--- config.mk ---
export PLATFORM = sky130hd
export DESIGN_NAME = gcbr_global_cfg_bus_decode
export DESIGN_NICKNAME = d
export VERILOG_FILES = /design/src/gcbr_pkg.sv /design/src/gcbr_range_cmp.sv /design/src/gcbr_global_cfg_bus_decode.sv
export VERILOG_INCLUDE_DIRS = /design/src
export SDC_FILE = /design/constraint.sdc
export NUM_CORES = 1
export LEC_CHECK = 0
export BUFFER_PORTS_ARGS = -buffer_cell sky130_fd_sc_hd__buf_2
export CAP_MARGIN = 40
export CORE_MARGIN = 3
export CORE_UTILIZATION = 46
export DETAILED_ROUTE_END_ITERATION = 8
export PLACE_DENSITY = 0.77
export SYNTH_ARGS = -nofsm -noshare
export SYNTH_HDL_FRONTEND = slang
export SYNTH_SLANG_ARGS = --single-unit
--- constraint.sdc ---
create_clock -name ref_clk -period 1.9 [get_ports ref_clk]
set_input_delay 0.38 -clock ref_clk [delete_from_list [all_inputs] [get_ports ref_clk]]
set_output_delay 0.38 -clock ref_clk [all_outputs]
set_load 0.02 [all_outputs]
--- src/gcbr_consts.svh ---
// Purpose: named offsets, reset values and widths for the global bus range decode
// Assumes: byte-wide configuration space access at byte offsets
// Notes: definitions only
`ifndef GCBR_CONSTS_SVH
`define GCBR_CONSTS_SVH

// ----------------------------------------------------------------
// widths
// ----------------------------------------------------------------
`define GCBR_ADDR_W 12
`define GCBR_BUS_W 8

// ----------------------------------------------------------------
// register offsets and reset values
// ----------------------------------------------------------------
`define GCBR_OFS_LOW 12'h134
`define GCBR_OFS_HIGH 12'h135
`define GCBR_LOW_RST 8'h00
`define GCBR_HIGH_RST 8'hff
`define GCBR_RDATA_IDLE 8'h00

`endif

--- src/gcbr_pkg.sv ---
// Purpose: shared types of the global bus range decode
// Assumes: constants come from gcbr_consts.svh
// Notes: no timing figures live here
package gcbr_pkg;

    // ----------------------------------------------------------------
    // types
    // ----------------------------------------------------------------
    typedef logic [7:0] gcbr_bus_t;

    typedef enum logic [1:0] {
        GCBR_ROUTE_NONE,
        GCBR_ROUTE_LOCAL,
        GCBR_ROUTE_REMOTE,
        GCBR_ROUTE_UNCLAIMED
    } gcbr_route_e;

    typedef enum logic [1:0] {
        GCBR_SEL_NONE,
        GCBR_SEL_LOW,
        GCBR_SEL_HIGH
    } gcbr_sel_e;

endpackage : gcbr_pkg

--- src/gcbr_range_cmp.sv ---
// Purpose: inclusive window compare of one bus number
// Assumes: lo greater than hi simply matches nothing
// Notes: purely combinational
`timescale 1ns/10ps
module gcbr_range_cmp
    import gcbr_pkg::*;
(
    input wire gcbr_bus_t value,
    input wire gcbr_bus_t lo,
    input wire gcbr_bus_t hi,
    output logic hit
);

    // ----------------------------------------------------------------
    // compare
    // ----------------------------------------------------------------
    always_comb begin
        hit = (value >= lo) && (value <= hi);
    end

endmodule : gcbr_range_cmp

--- src/gcbr_global_cfg_bus_decode.sv ---
// Purpose: global configuration bus-number range registers and routing decode
// Assumes: transactions and local range come from logic on ref_clk
// Notes: one decision per taken transaction, one cycle later
`timescale 1ns/10ps
`include "gcbr_consts.svh"
module gcbr_global_cfg_bus_decode
    import gcbr_pkg::*;
(
    input wire logic ref_clk,
    input wire logic rst,
    input wire logic ce,
    input wire logic cfg_wr,
    input wire logic cfg_rd,
    input wire logic [`GCBR_ADDR_W-1:0] cfg_addr,
    input wire gcbr_bus_t cfg_wdata,
    output gcbr_bus_t cfg_rdata,
    output logic cfg_rvalid,
    input wire logic txn_valid,
    input wire gcbr_bus_t txn_bus,
    input wire logic txn_outbound,
    input wire gcbr_bus_t local_bus_low,
    input wire gcbr_bus_t local_bus_high,
    output logic route_valid,
    output gcbr_route_e route_kind,
    output gcbr_bus_t route_bus,
    output logic route_outbound
);

    // ----------------------------------------------------------------
    // register select
    // ----------------------------------------------------------------
    function automatic gcbr_sel_e reg_sel(input logic [`GCBR_ADDR_W-1:0] addr);
        gcbr_sel_e sel;
        sel = GCBR_SEL_NONE;
        if (addr == `GCBR_OFS_LOW) begin
            sel = GCBR_SEL_LOW;
        end else if (addr == `GCBR_OFS_HIGH) begin
            sel = GCBR_SEL_HIGH;
        end
        return sel;
    endfunction : reg_sel

    gcbr_bus_t global_bus_range_low;
    gcbr_bus_t global_bus_range_high;
    logic global_hit;
    logic local_hit;
    gcbr_route_e next_route;

    // ----------------------------------------------------------------
    // range registers
    // ----------------------------------------------------------------
    always_ff @(posedge ref_clk) begin
        if (rst) begin
            global_bus_range_low <= `GCBR_LOW_RST;
        end else if (ce && cfg_wr && reg_sel(cfg_addr) == GCBR_SEL_LOW) begin
            global_bus_range_low <= cfg_wdata;
        end
    end

    // written freely; software is trusted to set it only at boot
    always_ff @(posedge ref_clk) begin
        if (rst) begin
            global_bus_range_high <= `GCBR_HIGH_RST;
        end else if (ce && cfg_wr && reg_sel(cfg_addr) == GCBR_SEL_HIGH) begin
            global_bus_range_high <= cfg_wdata;
        end
    end

    // ----------------------------------------------------------------
    // read path
    // ----------------------------------------------------------------
    always_ff @(posedge ref_clk) begin
        if (rst) begin
            cfg_rvalid <= 1'b0;
            cfg_rdata <= `GCBR_RDATA_IDLE;
        end else if (ce) begin
            cfg_rvalid <= cfg_rd;
            if (cfg_rd) begin
                case (reg_sel(cfg_addr))
                    GCBR_SEL_LOW: begin
                        cfg_rdata <= global_bus_range_low;
                    end
                    GCBR_SEL_HIGH: begin
                        cfg_rdata <= global_bus_range_high;
                    end
                    default: begin
                        cfg_rdata <= `GCBR_RDATA_IDLE;
                    end
                endcase
            end
        end
    end

    // ----------------------------------------------------------------
    // range compare
    // ----------------------------------------------------------------
    gcbr_range_cmp u_global_cmp (
        .value(txn_bus),
        .lo(global_bus_range_low),
        .hi(global_bus_range_high),
        .hit(global_hit)
    );

    gcbr_range_cmp u_local_cmp (
        .value(txn_bus),
        .lo(local_bus_low),
        .hi(local_bus_high),
        .hit(local_hit)
    );

    // ----------------------------------------------------------------
    // route decision
    // ----------------------------------------------------------------
    // local hit checked first so an overlap never leaves the hub
    always_comb begin
        if (local_hit) begin
            next_route = GCBR_ROUTE_LOCAL;
        end else if (global_hit) begin
            next_route = GCBR_ROUTE_REMOTE;
        end else begin
            next_route = GCBR_ROUTE_UNCLAIMED;
        end
    end

    always_ff @(posedge ref_clk) begin
        if (rst) begin
            route_valid <= 1'b0;
        end else if (ce) begin
            route_valid <= txn_valid;
        end
    end

    // decision holds until the next taken transaction
    always_ff @(posedge ref_clk) begin
        if (rst) begin
            route_kind <= GCBR_ROUTE_NONE;
            route_bus <= `GCBR_LOW_RST;
            route_outbound <= 1'b0;
        end else if (ce && txn_valid) begin
            route_kind <= next_route;
            route_bus <= txn_bus;
            route_outbound <= txn_outbound;
        end
    end
endmodule : gcbr_global_cfg_bus_decode

; ---- Word-level counts from Yosys, hierarchy flattened
; Index checks and enable logic that the tools add are counted.
[totals]
reg_bits = 37
wordCells = 34
out_inout_bits = 21
input_bits = 51
[op_classes]
n_eq_ne = 6
n_reduce_logical = 7
magnitude_cmp = 4
mux = 9
[op_table]
columns = cell, n
row1 = $eq A12 B9 Y1 const B, 2
row2 = $ge A8 B8 Y1, 2
row3 = $le A8 B8 Y1, 2
row4 = $pmux W8 S2, 1
row5 = $mux W2, 7
row6 = $logic_and A1 B1 Y1, 6
row7 = $eq A2 B1 Y1 const B, 2
row8 = $eq A2 B2 Y1 const B, 2
row9 = $reduce_and A2 Y1, 1
row10 = $mux W1, 1

; ---- Longest topological paths before layout
[depth]
ltp_word = 8
mapped_depth = 8
depth_no_buf = 8

; ---- Modules after synthesis
; From an unflattened synthesis, not the netlist that was laid out.
[unflattened]
cells_unflattened = 290
hier_area_um2 = 2428.6
[by_module_without_submodules]
columns = module, seq_area_each_um2, area_each_um2, cells_per_inst, n_inst
row1 = gcbr_global_cfg_bus_decode, 740.7, 1625.3, 176, 1
row2 = gcbr_range_cmp, 0.0, 401.6, 57, 2

; ---- Worst setup path before layout
; Ideal clock, no wire load.
[synth_timing]
kind = input -> register
from = input port cfg_addr[11]
to = register global_bus_range_low[0]
setup_slack_ns = -0.071
setup_time_ns = 0.128
path_buffers = 0
arrival_time_ns = 1.844
cell_stages = 6
t_required_ns = 1.772
cell_sequence = or4b_4 nor4_4 nand3_2 nor2_4 mux2i_1 nor2_1
[synth_between]
elab_chain_cells = 6
word_cells_on_any_way = 7
classes_between = eq/ne (3) / mux (3) / reduce/logical (1)
[synth_rtl]
columns = item, line_no
row1 = "start, declared", gcbr_global_cfg_bus_decode.sv:14  ; input wire logic [`GCBR_ADDR_W-1:0] cfg_addr,
row2 = $eq A12 B9 Y1 (no source line), n/a
row3 = $mux W2, gcbr_global_cfg_bus_decode.sv:37  ; end else if (addr == `GCBR_OFS_HIGH) begin
row4 = $mux W2 *, gcbr_global_cfg_bus_decode.sv:35  ; if (addr == `GCBR_OFS_LOW) begin
row5 = $mux W2 *, gcbr_global_cfg_bus_decode.sv:53  ; if (rst) begin
row6 = $eq A2 B1 Y1 *, gcbr_global_cfg_bus_decode.sv:55  ; end else if (ce && cfg_wr && reg_sel(cfg_addr) == GCBR_SEL_LOW) begin
row7 = $logic_and A1 B1 Y1 *, gcbr_global_cfg_bus_decode.sv:55
row8 = "end signal, assigned", gcbr_global_cfg_bus_decode.sv:54  ; global_bus_range_low <= `GCBR_LOW_RST;
row9 = "end signal, assigned", gcbr_global_cfg_bus_decode.sv:56  ; global_bus_range_low <= cfg_wdata;
row10 = "end, declared", gcbr_global_cfg_bus_decode.sv:43  ; gcbr_bus_t global_bus_range_low;
; Every way passes the cells marked *; elsewhere a longest branch is shown, timed or not. The select of a mux whose other input is x is not followed.
; A chain may end at the register's enable or synchronous reset.

; ---- Worst setup path after layout
[layout_timing]
from = input port cfg_addr[7]
to = register global_bus_range_low[3]
; The elaborated chain is that of the path after synthesis.

==> run metrics <==
gr usage total 19.1%; RSZ-0062 raised after global routing true; worst stage delay on the critical path 540 ps; number of global-route vias before repair 1773; r2r worst-path depth 8; num ports 72; Fillers 380; relative slew slack between 70 and 80%; die width 74.9 µm; vias between 2k and 2.5k; row cnt 24; Design Area, Final 2850 µm²; Nets 427; largest family of logic cells by synthesized area simple AND/OR/NAND/NOR gates; Post-Synth Simple-Gate Area 18.7%; clock latency on the worst-skew pair slightly below 300 ps; Seq pwr share between 40% and 50%; grt ovf 0; Hold Crit Class in -> reg; Hold Fails Final Rpt 0; CTS clock-pin slew for the worst setup and hold paths about 80 ps; Max-cap violations 0; clk root buf clkbuf_8; fraction of layout instances using a drive strength above 1 ~30%; number of synthesis warnings 0; Initial Util about 49%; largest net degree at the start of global routing 28; die area 5610 µm²; crit start category primary input; DRC 0; ranking of synthesized cells by area dfxtp_1, ha_1, mux2i_1; clk buf depth 2; post-synth top area share between 30 and 40%; HPWL Detailed just over 4 mm; Fin Setup TNS 0 ps; FF+latch count, synth 37; adder-cell share of the synthesized area a little under a fifth; Pint around 1300 µW; post-synthesis mux area share 11.0%; area grow syn2layout 30.7%; Worst setup EP type flip-flop; hold path cells 3; worst-path maximum fanout 8; worst hold slack between 300 and 400 ps; Worst-Margin Slew around 400 ps; Synth Cell Area 2180 µm²; final cycle utilization of the critical path between 90% and 100%; PwrDens about 630 nW/µm²; Detail Route Antenna Nets 0; Reg2Reg Launch Point global_bus_range_high[1]$_SDFFE_PP1P_; Layout Skew ~6 ps; FF-to-FF setup slack between 100 and 150 ps; slowest cell on the critical path or4b_4; Placed Area around 2700 µm²; Num CTS Buffers 5; routed wire length about 5.1 mm; Clock Sinks 37; net count after synthesis between 300 and 400; # port buffers 71; Post-Synth XOR/XNOR Area 0%; Cell variety after synth 32; Final setup violation count 0; RD Place Congestion approximately 0.86; Hold Path Origin cfg_wdata[7]; cell count after synthesis between 200 and 300; Final Slew Violations 0; H-tree depth 2; DR iter-0 viols 40; initial antenna violation count 0; CTS tree built; compound-gate portion of the synthesized area 11.6%; Pwr Total 1790 µW; data required time at the worst endpoint about 2100 ps; Leak Pwr ~0.0015 µW; switching pwr 446 µW; Core Region approximately 4500 µm²; minimum clock period between 1500 and 2000 ps; worst ir drop on vdd ~0.43 mV; Hold Path End global_bus_range_high[7]$_SDFFE_PP1P_; Switching Share between 20% and 30%; Die Height between 70 and 80 µm; status complete, no violations; vias per inst between 5 and 6; cells along the critical path buf_2 -> or4b_4 -> nor4_4 -> nand3_2 -> nor2_4 -> buf_12 -> mux2i_2 -> nor2_1; syn_area_per_cell between 8 and 9 µm²; sequential element share of the synthesized area 33.9%; clock share of power 39.6%; fmax approximately 550 MHz; first-pass GRT wire length 8.07 mm; DR WL/cell between 10 and 15 µm; Ant. Diodes 0; Comb pwr share 16.0%; DR pass1 iterations 4; Synth area leader dfxtp_1; Crit Path Category in -> reg; critical path arrival 1990 ps; Post-CTS Hold Buffers 0; reg-to-reg endpoint route_kind[0]$_SDFFE_PP0P_
flip-flops by register name (all words and copies together) (netlist names):
name,flops
cfg_rdata,8
global_bus_range_high,8
global_bus_range_low,8
route_bus,8
route_kind,2
cfg_rvalid,1
route_outbound,1
route_valid,1
placed cells by master (no fill, tap or decap), types with 3 or more instances in the layout:
cell type  instances
buf_2             71
dfxtp_1           37
nand2_1           32
ha_1              32
inv_1             29
a21oi_1           29
nor2_1            29
mux2i_1           23
buf_4             13
clkbuf_8           6
o21ai_0            5
nand4_1            4
nor3_1             4
nand2b_1           3
metal layers:
layer / routed length [µm] / vias up / global-route usage [%]
li1: - / 1057 / -
met1: 2370 / 889 / 26.1
met2: 2370 / 52 / 28.8
met3: 277 / 12 / 4.94
met4: 95 / 0 / 7.31
met5: 0 / - / 0
repair_timing:
action                                 in CTS  in global routing
resized for setup                           0                  4
endpoints found under the hold margin       0                  0
setup endpoints to repair                   0                  3
setup buffers                               0                  0
cell families (layout without fill, tap and decap cells):
logic type,Yosys count,in the layout
and+or+nand+nor,84,84
AOI/OAI and AO/OA,44,44
DFF,37,37
buffers and inverters,37,124
adders and majority gates,32,32
muxes,24,24
through the flow:
stage	utilization [%]	setup WS, ps	std cells
global route	63.8	-3.29	397
floorplan	-	-71.0	258
detailed placement	60.8	-226	389
CTS	63.5	93.3	397
global placement	60.8	-197	389
finish	63.8	87.7	397
cells in the mapped netlist (all sizes together):
| library cell | n |
|---|---|
| dfxtp | 37 |
| ha | 32 |
| nand2 | 32 |
| nor2 | 30 |
| a21oi | 29 |
| inv | 29 |
| mux2i | 24 |
| clkbuf | 5 |
| nand4 | 5 |
| o21ai | 5 |
| nor3 | 4 |
| nand2b | 3 |
| nor4 | 3 |
| a2111oi | 2 |
| buf | 2 |
| nand3 | 2 |
| nor2b | 2 |
| o211ai | 2 |
| or4b | 2 |
| a211oi | 1 |
| a21o | 1 |
| a2bb2oi | 1 |
| and2 | 1 |
| clkinv | 1 |
| o2111ai | 1 |
| o221a | 1 |
| o22ai | 1 |
worst max-delay path by stage:
stage                     depth (start not counted)                                   end    startpoint  slack [ps]
after CTS                                         8  global_bus_range_low[4]$_SDFFE_PP0P_  cfg_addr[11]          90
after global routing                              8  global_bus_range_low[3]$_SDFFE_PP0P_   cfg_addr[7]          -3
after detailed placement                          8  global_bus_range_low[4]$_SDFFE_PP0P_  cfg_addr[11]        -230
final                                             8  global_bus_range_low[3]$_SDFFE_PP0P_   cfg_addr[7]          90
after floorplan                                   6  global_bus_range_low[0]$_SDFFE_PP0P_  cfg_addr[11]         -70
after global placement                            8            route_kind[0]$_SDFFE_PP0P_    txn_bus[1]        -200
power by group through the flow:
stage	sequential, µW	combinational, µW	clock (µW)
after global routing	797	322	752
after floorplan	831	135	0
final	796	286	710
after detailed placement	814	283	0
after global placement	814	278	0
after CTS	796	285	724
critical path, delay by kind of cell:
family,cells,cell delay (ps)
buf+inv,2,240
simple gates,5,1170
mux,1,200
final cells by class:
class / instances / area (µm²) / share of cell area, %
multi-input cells: 184 / 1320 / 46.3
flip-flops and latches: 37 / 741 / 26.0
repair buffers: 86 / 493 / 17.3
inverters: 30 / 113 / 3.95
clock buffers: 6 / 82.6 / 2.89
well taps: 52 / 65.1 / 2.28
clock inverters: 2 / 37.5 / 1.32
No activity file was read; power rests on OpenSTA's default activity.
